==> src/include/acf_pkg.sv <==
// shared constants, register map and carrier types for the converter control
package acf_pkg;

  // serial frame layout: rw bit, 7-bit address, 8-bit data, msb first
  localparam int FRAME_BITS    = 16;
  localparam int ADDR_BITS     = 7;
  localparam int DATA_BITS     = 8;
  localparam int CNT_BITS      = 5;
  localparam logic [CNT_BITS-1:0] RW_ADDR_DONE = 5'h08;
  localparam logic [CNT_BITS-1:0] FRAME_DONE   = 5'h10;

  // register offsets
  localparam logic [ADDR_BITS-1:0] OFS_MODE        = 7'h00;
  localparam logic [ADDR_BITS-1:0] OFS_DELAY_CTRL  = 7'h01;
  localparam logic [ADDR_BITS-1:0] OFS_DELAY_COARS = 7'h02;
  localparam logic [ADDR_BITS-1:0] OFS_DELAY_FINE  = 7'h03;
  localparam logic [ADDR_BITS-1:0] OFS_GAIN        = 7'h04;
  localparam logic [ADDR_BITS-1:0] OFS_OFFSET_LO   = 7'h05;
  localparam logic [ADDR_BITS-1:0] OFS_OFFSET_HI   = 7'h06;
  localparam logic [ADDR_BITS-1:0] OFS_STATUS      = 7'h07;

  // mode register field positions
  localparam int MODE_TWO_PORT_POS  = 0;
  localparam int MODE_HIGH_SPD_POS  = 1;
  localparam int MODE_TEST_EN_POS   = 2;
  localparam int MODE_TEST_SEL_POS  = 3;
  localparam int MODE_EDGE_RISE_POS = 5;
  localparam int MODE_TRIGGER_POS   = 6;

  // test pattern selection codes
  typedef enum logic [1:0] {
    ACF_PAT_ALL_LOW  = 2'h0,
    ACF_PAT_ALL_HIGH = 2'h1,
    ACF_PAT_ALIGN    = 2'h2
  } acf_pattern_type;

  // reset values
  localparam logic [DATA_BITS-1:0] MODE_RESET   = 8'h01;
  localparam logic [1:0]           COARSE_RESET = 2'h0;
  localparam logic [7:0]           FINE_RESET   = 8'h00;
  localparam logic [7:0]           GAIN_RESET   = 8'h80;
  localparam logic [9:0]           OFFSET_RESET = 10'h200;

  // delay arithmetic: one coarse step equals this many fine steps
  localparam logic [9:0] FINE_PER_COARSE = 10'h0ff;
  localparam int         ALIGN_PERIOD    = 16;

  // configuration carrier
  typedef struct packed {
    logic            two_port;
    logic            high_speed;
    logic            test_en;
    acf_pattern_type test_sel;
    logic            edge_rising;
    logic            trigger;
  } acf_cfg_type;

  // output sample carrier
  typedef struct packed {
    logic [11:0] port_a;
    logic [11:0] port_b;
    logic        b_valid;
  } acf_out_type;

endpackage

==> src/design/acf_top.sv <==
// converter configuration, serial register access and output formatting
`timescale 1ns/1ps

// Contract
// - two demultiplex ratios, single-port or two-port, set by config.
// - single-port ratio puts every sample, in order, on port A.
// - two-port ratio puts even samples on A, odd samples on B.
// - ratio selects two-port after reset.
// - high-speed single-port option, off after reset.
// - test mode replaces data with all low, all high or align; off.
// - alignment pattern repeats every 16 output-data-rate cycles.
// - resync active edge selectable, rising or falling; falling at reset.
// - trigger or synchronisation behaviour; synchronisation at reset.
// - delay trim disabled after reset; nominal aperture delay applies.
// - 2-bit coarse delay adds 0, 30, 60 or 90 ps.
// - 8-bit fine delay adds about 0.12 ps steps up to 30 ps.
// - applied delay is coarse plus fine, range 0 to 120 ps.
// - gain trim reaches unity gain with 0.8 LSB step.
// - offset trim spans plus or minus 195 LSB, 0.38 LSB step.
// - resync input active low, asynchronous, re-registered before use.
// - each setting takes effect immediately when written.
module acf_top #(
  parameter int SAMPLE_W = 12
) (
  // clock and reset
  input  wire logic                 clock,
  input  wire logic                 resetn,
  // three wire serial interface pins
  input  wire logic                 serial_clk,
  input  wire logic                 serial_csn,
  input  wire logic                 serial_data_in,
  output logic                      serial_data_out,
  output logic                      serial_data_oe,
  // resynchronisation pin, active low
  input  wire logic                 resync_n,
  // samples from the converter core
  input  wire logic [SAMPLE_W-1:0]  sample_data,
  input  wire logic                 sample_valid,
  // formatted output ports
  output acf_pkg::acf_out_type      out_data,
  output logic                      out_valid,
  // analogue trim and mode controls
  output logic                      high_speed_single_port,
  output logic [9:0]                aperture_delay_code,
  output logic [7:0]                gain_trim_code,
  output logic [9:0]                offset_trim_code
);
  import acf_pkg::*;

  ////////////////////////////////////////////////////////////////////////////
  // input synchronisers

  logic [1:0] sclk_sync_r;
  logic [1:0] csn_sync_r;
  logic [1:0] sdin_sync_r;
  logic [1:0] resync_sync_r;
  logic       sclk_prev_r;
  logic       resync_prev_r;

  // resynchronisation re-latched to the sampling clock
  // re-registered resync
  always_ff @(posedge clock or negedge resetn) begin
    if (!resetn) begin
      sclk_sync_r   <= 2'h0;
      csn_sync_r    <= 2'h3;
      sdin_sync_r   <= 2'h0;
      resync_sync_r <= 2'h3;
      sclk_prev_r   <= 1'b0;
      resync_prev_r <= 1'b1;
    end else begin
      sclk_sync_r   <= {sclk_sync_r[0], serial_clk};
      csn_sync_r    <= {csn_sync_r[0], serial_csn};
      sdin_sync_r   <= {sdin_sync_r[0], serial_data_in};
      resync_sync_r <= {resync_sync_r[0], resync_n};
      sclk_prev_r   <= sclk_sync_r[1];
      resync_prev_r <= resync_sync_r[1];
    end
  end

  // edges seen only on second-stage outputs
  wire sclk_rise = sclk_sync_r[1] & ~sclk_prev_r;
  wire sclk_fall = ~sclk_sync_r[1] & sclk_prev_r;
  wire csn_s     = csn_sync_r[1];
  wire sdin_s    = sdin_sync_r[1];

  ////////////////////////////////////////////////////////////////////////////
  // serial frame engine

  logic [CNT_BITS-1:0]   bit_cnt_r;
  logic [FRAME_BITS-1:0] shift_in_r;
  logic [DATA_BITS-1:0]  shift_out_r;
  logic                  read_active_r;

  wire [FRAME_BITS-1:0] shift_in_nxt = {shift_in_r[FRAME_BITS-2:0], sdin_s};
  wire                  hdr_done     = sclk_rise & ~csn_s &
                                       (bit_cnt_r == RW_ADDR_DONE - 5'h01);
  wire                  frame_end    = sclk_rise & ~csn_s &
                                       (bit_cnt_r == FRAME_DONE - 5'h01);
  // rw bit high means read; header is rw plus address
  wire                  hdr_read     = shift_in_nxt[ADDR_BITS];
  wire [ADDR_BITS-1:0]  hdr_addr     = shift_in_nxt[ADDR_BITS-1:0];
  wire                  frame_read   = shift_in_r[FRAME_BITS-2];
  wire [ADDR_BITS-1:0]  wr_addr      = shift_in_nxt[FRAME_BITS-2:DATA_BITS];
  wire [DATA_BITS-1:0]  wr_data      = shift_in_nxt[DATA_BITS-1:0];
  wire                  wr_strobe    = frame_end & ~frame_read;

  // bit counter and input shifter; csn high aborts any partial frame
  always_ff @(posedge clock or negedge resetn) begin
    if (!resetn) begin
      bit_cnt_r  <= '0;
      shift_in_r <= '0;
    end else if (csn_s) begin
      bit_cnt_r  <= '0;
    end else if (sclk_rise) begin
      bit_cnt_r  <= (bit_cnt_r == FRAME_DONE - 5'h01) ? '0
                                                      : bit_cnt_r + 5'h01;
      shift_in_r <= shift_in_nxt;
    end
  end

  ////////////////////////////////////////////////////////////////////////////
  // configuration registers

  logic [DATA_BITS-1:0] mode_r;
  logic                 delay_en_r;
  logic [1:0]           coarse_r;
  logic [7:0]           fine_r;
  logic [7:0]           gain_r;
  logic [9:0]           offset_r;

  // write commits at the last bit, no separate apply step
  // immediate register write
  always_ff @(posedge clock or negedge resetn) begin
    if (!resetn) begin
      mode_r     <= MODE_RESET;
      delay_en_r <= 1'b0;
      coarse_r   <= COARSE_RESET;
      fine_r     <= FINE_RESET;
      gain_r     <= GAIN_RESET;
      offset_r   <= OFFSET_RESET;
    end else if (wr_strobe) begin
      unique case (wr_addr)
        OFS_MODE:        mode_r        <= wr_data;
        OFS_DELAY_CTRL:  delay_en_r    <= wr_data[0];
        OFS_DELAY_COARS: coarse_r      <= wr_data[1:0];
        OFS_DELAY_FINE:  fine_r        <= wr_data;
        OFS_GAIN:        gain_r        <= wr_data;
        OFS_OFFSET_LO:   offset_r[7:0] <= wr_data;
        OFS_OFFSET_HI:   offset_r[9:8] <= wr_data[1:0];
        default:         ;
      endcase
    end
  end

  // decoded configuration
  // ratio select
  acf_cfg_type cfg;
  assign cfg.two_port    = mode_r[MODE_TWO_PORT_POS];
  assign cfg.high_speed  = mode_r[MODE_HIGH_SPD_POS];
  assign cfg.test_en     = mode_r[MODE_TEST_EN_POS];
  assign cfg.test_sel    = acf_pattern_type'(mode_r[MODE_TEST_SEL_POS +: 2]);
  assign cfg.edge_rising = mode_r[MODE_EDGE_RISE_POS];
  assign cfg.trigger     = mode_r[MODE_TRIGGER_POS];

  ////////////////////////////////////////////////////////////////////////////
  // read back

  logic [DATA_BITS-1:0] status_w;
  logic [DATA_BITS-1:0] rd_data;

  // unmapped addresses read as zero
  function automatic logic [DATA_BITS-1:0] read_mux(
    input logic [ADDR_BITS-1:0] addr
  );
    logic [DATA_BITS-1:0] v;
    v = '0;
    unique case (addr)
      OFS_MODE:        v = mode_r;
      OFS_DELAY_CTRL:  v = {7'h00, delay_en_r};
      OFS_DELAY_COARS: v = {6'h00, coarse_r};
      OFS_DELAY_FINE:  v = fine_r;
      OFS_GAIN:        v = gain_r;
      OFS_OFFSET_LO:   v = offset_r[7:0];
      OFS_OFFSET_HI:   v = {6'h00, offset_r[9:8]};
      OFS_STATUS:      v = status_w;
      default:         v = '0;
    endcase
    return v;
  endfunction

  assign rd_data = read_mux(hdr_addr);

  // read data driven from the rising edge ending the header, msb first
  always_ff @(posedge clock or negedge resetn) begin
    if (!resetn) begin
      shift_out_r   <= '0;
      read_active_r <= 1'b0;
    end else if (csn_s || frame_end) begin
      read_active_r <= 1'b0;
    end else if (hdr_done && hdr_read) begin
      shift_out_r   <= rd_data;
      read_active_r <= 1'b1;
    end else if (sclk_fall && read_active_r &&
                 bit_cnt_r != RW_ADDR_DONE) begin
      shift_out_r   <= {shift_out_r[DATA_BITS-2:0], 1'b0};
    end
  end

  // enable held for the data half of a read frame only
  assign serial_data_out = shift_out_r[DATA_BITS-1];
  assign serial_data_oe  = read_active_r;

  ////////////////////////////////////////////////////////////////////////////
  // resynchronisation and trigger handling

  logic armed_r;
  logic sync_seen_r;

  wire resync_s    = resync_sync_r[1];
  wire resync_edge = cfg.edge_rising ? (resync_s & ~resync_prev_r)
                                     : (~resync_s & resync_prev_r);
  wire resync_hold = ~resync_s & ~cfg.trigger;

  // trigger mode waits for an edge before streaming; sync mode restarts
  // trigger versus sync
  always_ff @(posedge clock or negedge resetn) begin
    if (!resetn) begin
      armed_r     <= 1'b0;
      sync_seen_r <= 1'b0;
    end else begin
      if (resync_edge) begin
        armed_r     <= 1'b1;
        sync_seen_r <= 1'b1;
      end else if (!cfg.trigger) begin
        armed_r     <= 1'b0;
      end
    end
  end

  wire run = cfg.trigger ? armed_r : ~resync_hold;

  ////////////////////////////////////////////////////////////////////////////
  // output formatting

  logic [SAMPLE_W-1:0] even_r;
  logic                phase_r;
  logic [3:0]          align_cnt_r;
  acf_out_type         out_r;
  logic                out_valid_r;

  function automatic logic [SAMPLE_W-1:0] pattern(
    input acf_pattern_type sel,
    input logic [3:0]      cnt
  );
    logic [SAMPLE_W-1:0] p;
    p = '0;
    unique case (sel)
      ACF_PAT_ALL_LOW:  p = '0;
      ACF_PAT_ALL_HIGH: p = '1;
      ACF_PAT_ALIGN:    p = {3{cnt}};
      default:          p = '0;
    endcase
    return p;
  endfunction

  wire [SAMPLE_W-1:0] pat_a = pattern(cfg.test_sel, align_cnt_r);
  wire [SAMPLE_W-1:0] pat_b = pattern(cfg.test_sel, ~align_cnt_r);
  wire                take  = sample_valid & run;
  wire                emit  = take & (~cfg.two_port | phase_r);
  // resync edge in sync mode restarts even/odd phase and pattern period
  wire                restart = resync_edge & ~cfg.trigger;

  // even on a, odd on b
  always_ff @(posedge clock or negedge resetn) begin
    if (!resetn) begin
      even_r  <= '0;
      phase_r <= 1'b0;
    end else if (restart || !run) begin
      phase_r <= 1'b0;
    end else if (take) begin
      even_r  <= sample_data;
      phase_r <= cfg.two_port & ~phase_r;
    end
  end

  always_ff @(posedge clock or negedge resetn) begin
    if (!resetn) begin
      align_cnt_r <= '0;
    end else if (restart) begin
      align_cnt_r <= '0;
    end else if (emit) begin
      align_cnt_r <= align_cnt_r + 4'h1;
    end
  end

  // outputs registered; port b only carries data in two-port ratio
  // pattern replaces data
  always_ff @(posedge clock or negedge resetn) begin
    if (!resetn) begin
      out_r       <= '0;
      out_valid_r <= 1'b0;
    end else begin
      out_valid_r <= emit;
      if (emit) begin
        out_r.b_valid <= cfg.two_port;
        if (cfg.test_en) begin
          out_r.port_a <= pat_a;
          out_r.port_b <= cfg.two_port ? pat_b : '0;
        end else if (cfg.two_port) begin
          out_r.port_a <= even_r;
          out_r.port_b <= sample_data;
        end else begin
          out_r.port_a <= sample_data;
          out_r.port_b <= '0;
        end
      end
    end
  end

  assign out_data  = out_r;
  assign out_valid = out_valid_r;

  ////////////////////////////////////////////////////////////////////////////
  // trim and mode controls

  logic [9:0] delay_r;
  logic [7:0] gain_out_r;
  logic [9:0] offset_out_r;
  logic       hs_r;

  // coarse step weighs one full fine span, 0.1176 ps a code
  // coarse contribution
  wire [9:0] coarse_steps = 10'(coarse_r) * FINE_PER_COARSE;
  wire [9:0] delay_total  = coarse_steps + 10'(fine_r);

  always_ff @(posedge clock or negedge resetn) begin
    if (!resetn) begin
      delay_r      <= '0;
      gain_out_r   <= GAIN_RESET;
      offset_out_r <= OFFSET_RESET;
      hs_r         <= 1'b0;
    end else begin
      delay_r      <= delay_en_r ? delay_total : '0;
      gain_out_r   <= gain_r;
      offset_out_r <= offset_r;
      hs_r         <= cfg.high_speed & ~cfg.two_port;
    end
  end

  assign aperture_delay_code    = delay_r;
  assign gain_trim_code         = gain_out_r;
  assign offset_trim_code       = offset_out_r;
  assign high_speed_single_port = hs_r;

  // status: live block state for read back
  assign status_w = {4'h0, armed_r, sync_seen_r, phase_r, resync_s};

endmodule

==> config.mk <==
export PLATFORM = sky130hd
export DESIGN_NAME = acf_top
export DESIGN_NICKNAME = d
export VERILOG_FILES = /design/src/include/acf_pkg.sv /design/src/design/acf_top.sv
export SDC_FILE = /design/constraint.sdc
export NUM_CORES = 1
export LEC_CHECK = 0
export BUFFER_PORTS_ARGS = -buffer_cell sky130_fd_sc_hd__buf_2
export CAP_MARGIN = 25
export CORE_MARGIN = 3
export CORE_UTILIZATION = 53
export DETAILED_ROUTE_END_ITERATION = 16
export GPL_TIMING_DRIVEN = 0
export PLACE_DENSITY_LB_ADDON = 0.3
export SLEW_MARGIN = 10
export SYNTH_ARGS = -nofsm -noshare
export SYNTH_HDL_FRONTEND = slang
export SYNTH_SLANG_ARGS = --single-unit
export TNS_END_PERCENT = 50
==> constraint.sdc <==
create_clock -name clock -period 2.7 [get_ports clock]
set_input_delay 0.405 -clock clock [delete_from_list [all_inputs] [get_ports clock]]
set_output_delay 0.405 -clock clock [all_outputs]
set_load 0.005 [all_outputs]
Yosys cells after proc, flatten, opt, wreduce, memory -nomap -nowiden --
Index checks and enable logic that the tools add are counted.
Storage, ports and cells: input bits 19, logic and storage cells 126, register bits 150, output and inout port bits 57
Cells by class: reductions and logical operators 23, $mul 1, bitwise operators 28, equality and inequality tests 19, muxes and demuxes 22, add/subtract/negate cells 3
Operators with widths (number):
- one-hot mux 8 bit (8 select lines) | 1
- equality test 7 x 3 -> 1 bit (second input constant) | 7
- two-way mux 24 bit | 2
- one-hot mux 12 bit (2 select lines) | 2
- equality test 7 x 2 -> 1 bit (second input constant) | 4
- AND reduction 2 bit | 10
- two-way mux 8 bit | 2
- two-way mux 5 bit | 3
- bitwise AND 1 bit | 14
- equality test 7 x 1 -> 1 bit (second input constant) | 2
- zero test 7 bit | 2
- two-way mux 12 bit | 1
- NOT 1 bit | 12
- adder 10 x 8 -> 10 bit | 1
- multiplier 2 x 8 -> 10 bit (second input constant) | 1
- two-way mux 10 bit | 1
- nonzero test 2 bit | 5
- two-way mux 1 bit | 8
- two-way mux 4 bit | 2
- adder 5 x 1 -> 5 bit (second input constant) | 1
- equality test 5 x 3 -> 1 bit (second input constant) | 1
- equality test 5 x 4 -> 1 bit (second input constant) | 1
- != test 5 x 4 -> 1 bit (second input constant) | 1
- adder 4 x 1 -> 4 bit (second input constant) | 1
- 8 further kinds | 11

Longest topological paths before layout --
depth after elaboration 8, depth in mapped cells 7, depth with buffers taken out 7

Least setup slack after synthesis --
OpenSTA, ideal clock, no wires.
path type flip-flop to flip-flop, start register coarse_r[0], end register delay_r[7] (netlist: aperture_delay_code[7]), path slack 130 ps, cell stages (with the launch flop) 8, data required time 2580 ps, data arrival time 2451 ps, setup time 120 ps, cells stage by stage dfrtp_1 > fa_1 > ha_1 > fa_1 > a21oi_1 > o211ai_1 > a211o_1 > and3_1
Between the ends: longest elaborated chain between the ends 3
Ends and longest elaborated chain:
- start: declaration | line acf_top.sv:126 | logic [1:0] coarse_r;
- start signal: assignment | line acf_top.sv:145 | OFS_DELAY_COARS: coarse_r <= wr_data[1:0];
- multiplier 2 x 8 -> 10 bit | line acf_top.sv:333 | wire [9:0] coarse_steps = 10'(coarse_r) * FINE_PER_COARSE;
- adder 10 x 8 -> 10 bit | line acf_top.sv:334 | wire [9:0] delay_total = coarse_steps + 10'(fine_r);
- two-way mux 10 bit | line acf_top.sv:343 | delay_r <= delay_en_r ? delay_total : '0;
- end signal: assignment | line acf_top.sv:343
- end: declaration | line acf_top.sv:326 | logic [9:0] delay_r;
Every way passes these cells. A chain may end at the register's enable or synchronous reset.

Final worst setup path --
Ends and elaborated chain as after synthesis.

==> metrics.yaml <==
grt_overflow: 0
grt_pass1_wl_um: 24300
initial_core_util_pct: 54.5
fp.dieW_um: 120
fin_crit_ps: 2570
drv_slew: 0
areaGrowthSynthToFinish_pct: 19.4
syn-cell-area_um2: 6910
critPathSlowestCell: "dfrtp_4"
yosys.cell_count.top_type: "dfrtp_1"
status: "complete, no violations"
via_per_inst: 5.62
peakVddDrop_uv: 486
drc: 0
first_pass_iters: 5
global_route.usage.met1_pct: 31.6
synthTopCellsByArea: "dfrtp_1 (51%), mux2_2 (12%), dfstp_2 (3.8%)"
synth_edf_count: 0
layout-drive-gt1-share_pct: 33.4
synthArstFlopShare_pct: 100
tightest_slew_ps: 681
place_ws_ps: -104
grt_use_met3_pct: 5.00
place.gp.congestion: 0.871
rsz0062_at_grt: "false"
insertion_delay_ps: 430
hold_class: "in -> reg"
track_usage_pct: 21.8
crit_arrival_ps: 2890
ios: 76
numCtsBuffers: 17
cts_root_buf: "clkbuf_16"
required_ps: 3010
crit_chain: "fa_1 > ha_1 > fa_2 > a21oi_2 > o211ai_1 > a211o_1 > and3_1"
via_count: 4752
dieArea_um2: 14400
h-tree-depth: 4
yosysWarnings: 0
clkTransAtPathRegs_ps: 60
critical_path_class: "reg -> reg"
relSlewSlack_pct: 54.2
yosys.area.top_type: "dfrtp_1"
setup_viol: 0
met2_usage_pct: 32.1
ys_ff_latch: 150
syn_area_per_cell_um2: 12.4
maxCapViolations: 0
nNetsFinal: 702
mappedNetlistNets: 600
ant_nets: 0
wirelength_um: 14900
yosys.area.top_type_share_pct: 50.7
setup_tns_ps: 0
synth-seq-area-share_pct: 54.5
leakagePower_uw: 0.00396
grt_start_max_net_pins: 113
fmax_mhz: 389
ys_types: 59
p_per_area_nw_per_um2: 673
cts_max_path_buffers: 2
place_hpwl_um: 10400
hold_violations: 0
grt_pass1_vias: 4795
diodes: 0
fill_cells: 954
top_usage_layer: "met2"
worstPathMaxFanout: 6
cp-start-kind: "flop"
setup_ws_ps: 127
num_rows: 41
cts.sinks: 150
core_area_um2: 12700
skew_ps: 6.36
synthFlopType: "dfrtp_1"
drt_iter0_markers: 380
antenna_found_initial: 0
fp.dieH_um: 120
cp-end-kind: "flop"
synth_commonest_cells: "dfrtp_1 (140), mux2_2 (76), o21ai_0 (36)"
synth_cells: 559
io_buffers: 75
cts_tree: "built"
max_stage_delay_ps: 520
finalCritPeriodShare_pct: 95.3
wl_per_cell_um: 17.6
worst paths after layout:
| path | cells past startpoint | slack [ps] | start | to |
|---|---|---|---|---|
| min in group asynchronous | 2 | 440 | resetn | aperture_delay_code[8] |
| worst max-delay path | 7 | 130 | coarse_r[0] | aperture_delay_code[7] |
| worst min register to register | 0 | 350 | sdin_sync_r[0] | sdin_sync_r[1] |
| worst max register to register | 7 | 130 | coarse_r[0] | aperture_delay_code[7] |
| max in group asynchronous | 3 | 1440 | resetn | csn_sync_r[1] |
| worst min-delay path | 1 | 70 | serial_csn | csn_sync_r[0] |
worst max-delay path: cells and delay by family (launching register included):
family          cells  cell delay (ps)
compound gates      3              650
simple gates        1              160
fa+ha+maj           3             1120
flops               1              520
report_power, final:
part	internal, uW	switching [uW]	leakage (uW)	total (uW)
Sequential	2390	155	0.00197	2540
Combinational	222	279	0.00168	501
Clock	1630	885	0.000313	2510
Total	4230	1320	0.00396	5550
final cells by class:
type	count	area (um2)	area share (%)
clock buffers	26	529	6.41
multi-input cells	371	3000	36.4
well taps	172	215	2.61
flip-flops and latches	150	3770	45.7
repair buffers	83	468	5.67
clock inverters	6	111	1.35
plain buffers	21	91.3	1.11
inverters	17	63.8	0.773
flip-flops by register name (all words and copies together), names as in the netlist, 4 cells and up:
register and cells:
out_data 25, shift_in_r 15, even_r 12, aperture_delay_code 10, offset_r 10, offset_trim_code 10, fine_r 8, gain_r 8
gain_trim_code 8, mode_r 8, shift_out_r 8, bit_cnt_r 5, align_cnt_r 4
routing by layer:
layer	wire (um)	vias to the layer above
met4	320	0
met5	0	-
li1	-	2213
met1	6930	2375
met3	725	28
met2	6890	136
through the flow:
step | utilization, % | power, uW | hold WS, ps | std cells | instance area (um2)
floorplan | - | 2850 | 109 | 559 | 6910
global placement | 59.2 | 3040 | 334 | 806 | 7500
detailed placement | 59.5 | 3070 | 296 | 807 | 7540
CTS | 64.7 | 5580 | 60.4 | 840 | 8190
global route | 65.1 | 5760 | 59.0 | 846 | 8250
finish | 65.1 | 5550 | 72.6 | 846 | 8250
layout by cell type, fill, tap and decap left out, types with 17 or more instances in the layout:
cell type and count:
dfrtp_1 138, buf_2 78, mux2_2 76, nand2_1 35, o21ai_0 35, mux2i_1 25, a21oi_1 24, inv_1 17
nand2b_1 17, clkbuf_16 17
cell families (layout without fill, tap and decap cells):
| logic type | Yosys count | in the layout | synth area share [%] |
|---|---|---|---|
| mux | 103 | 103 | 16.7 |
| simple gates | 136 | 136 | 11.6 |
| flops | 150 | 150 | 54.5 |
| compound gates | 106 | 106 | 9.65 |
| xor+xnor | 4 | 4 | 0.507 |
| buf+inv | 38 | 153 | 2.24 |
| fa+ha+maj | 22 | 22 | 4.85 |
repair_timing:
item                                   4_1_cts  5_1_grt
resized for setup                            2        5
endpoints found under the hold margin       36        0
hold buffers                                 1        0
gates cloned                                 0        0
setup buffers                                0        6
setup endpoints to repair                    2        2
pin swaps                                    0        2
Note: power is estimated with default switching activity, not from simulation.
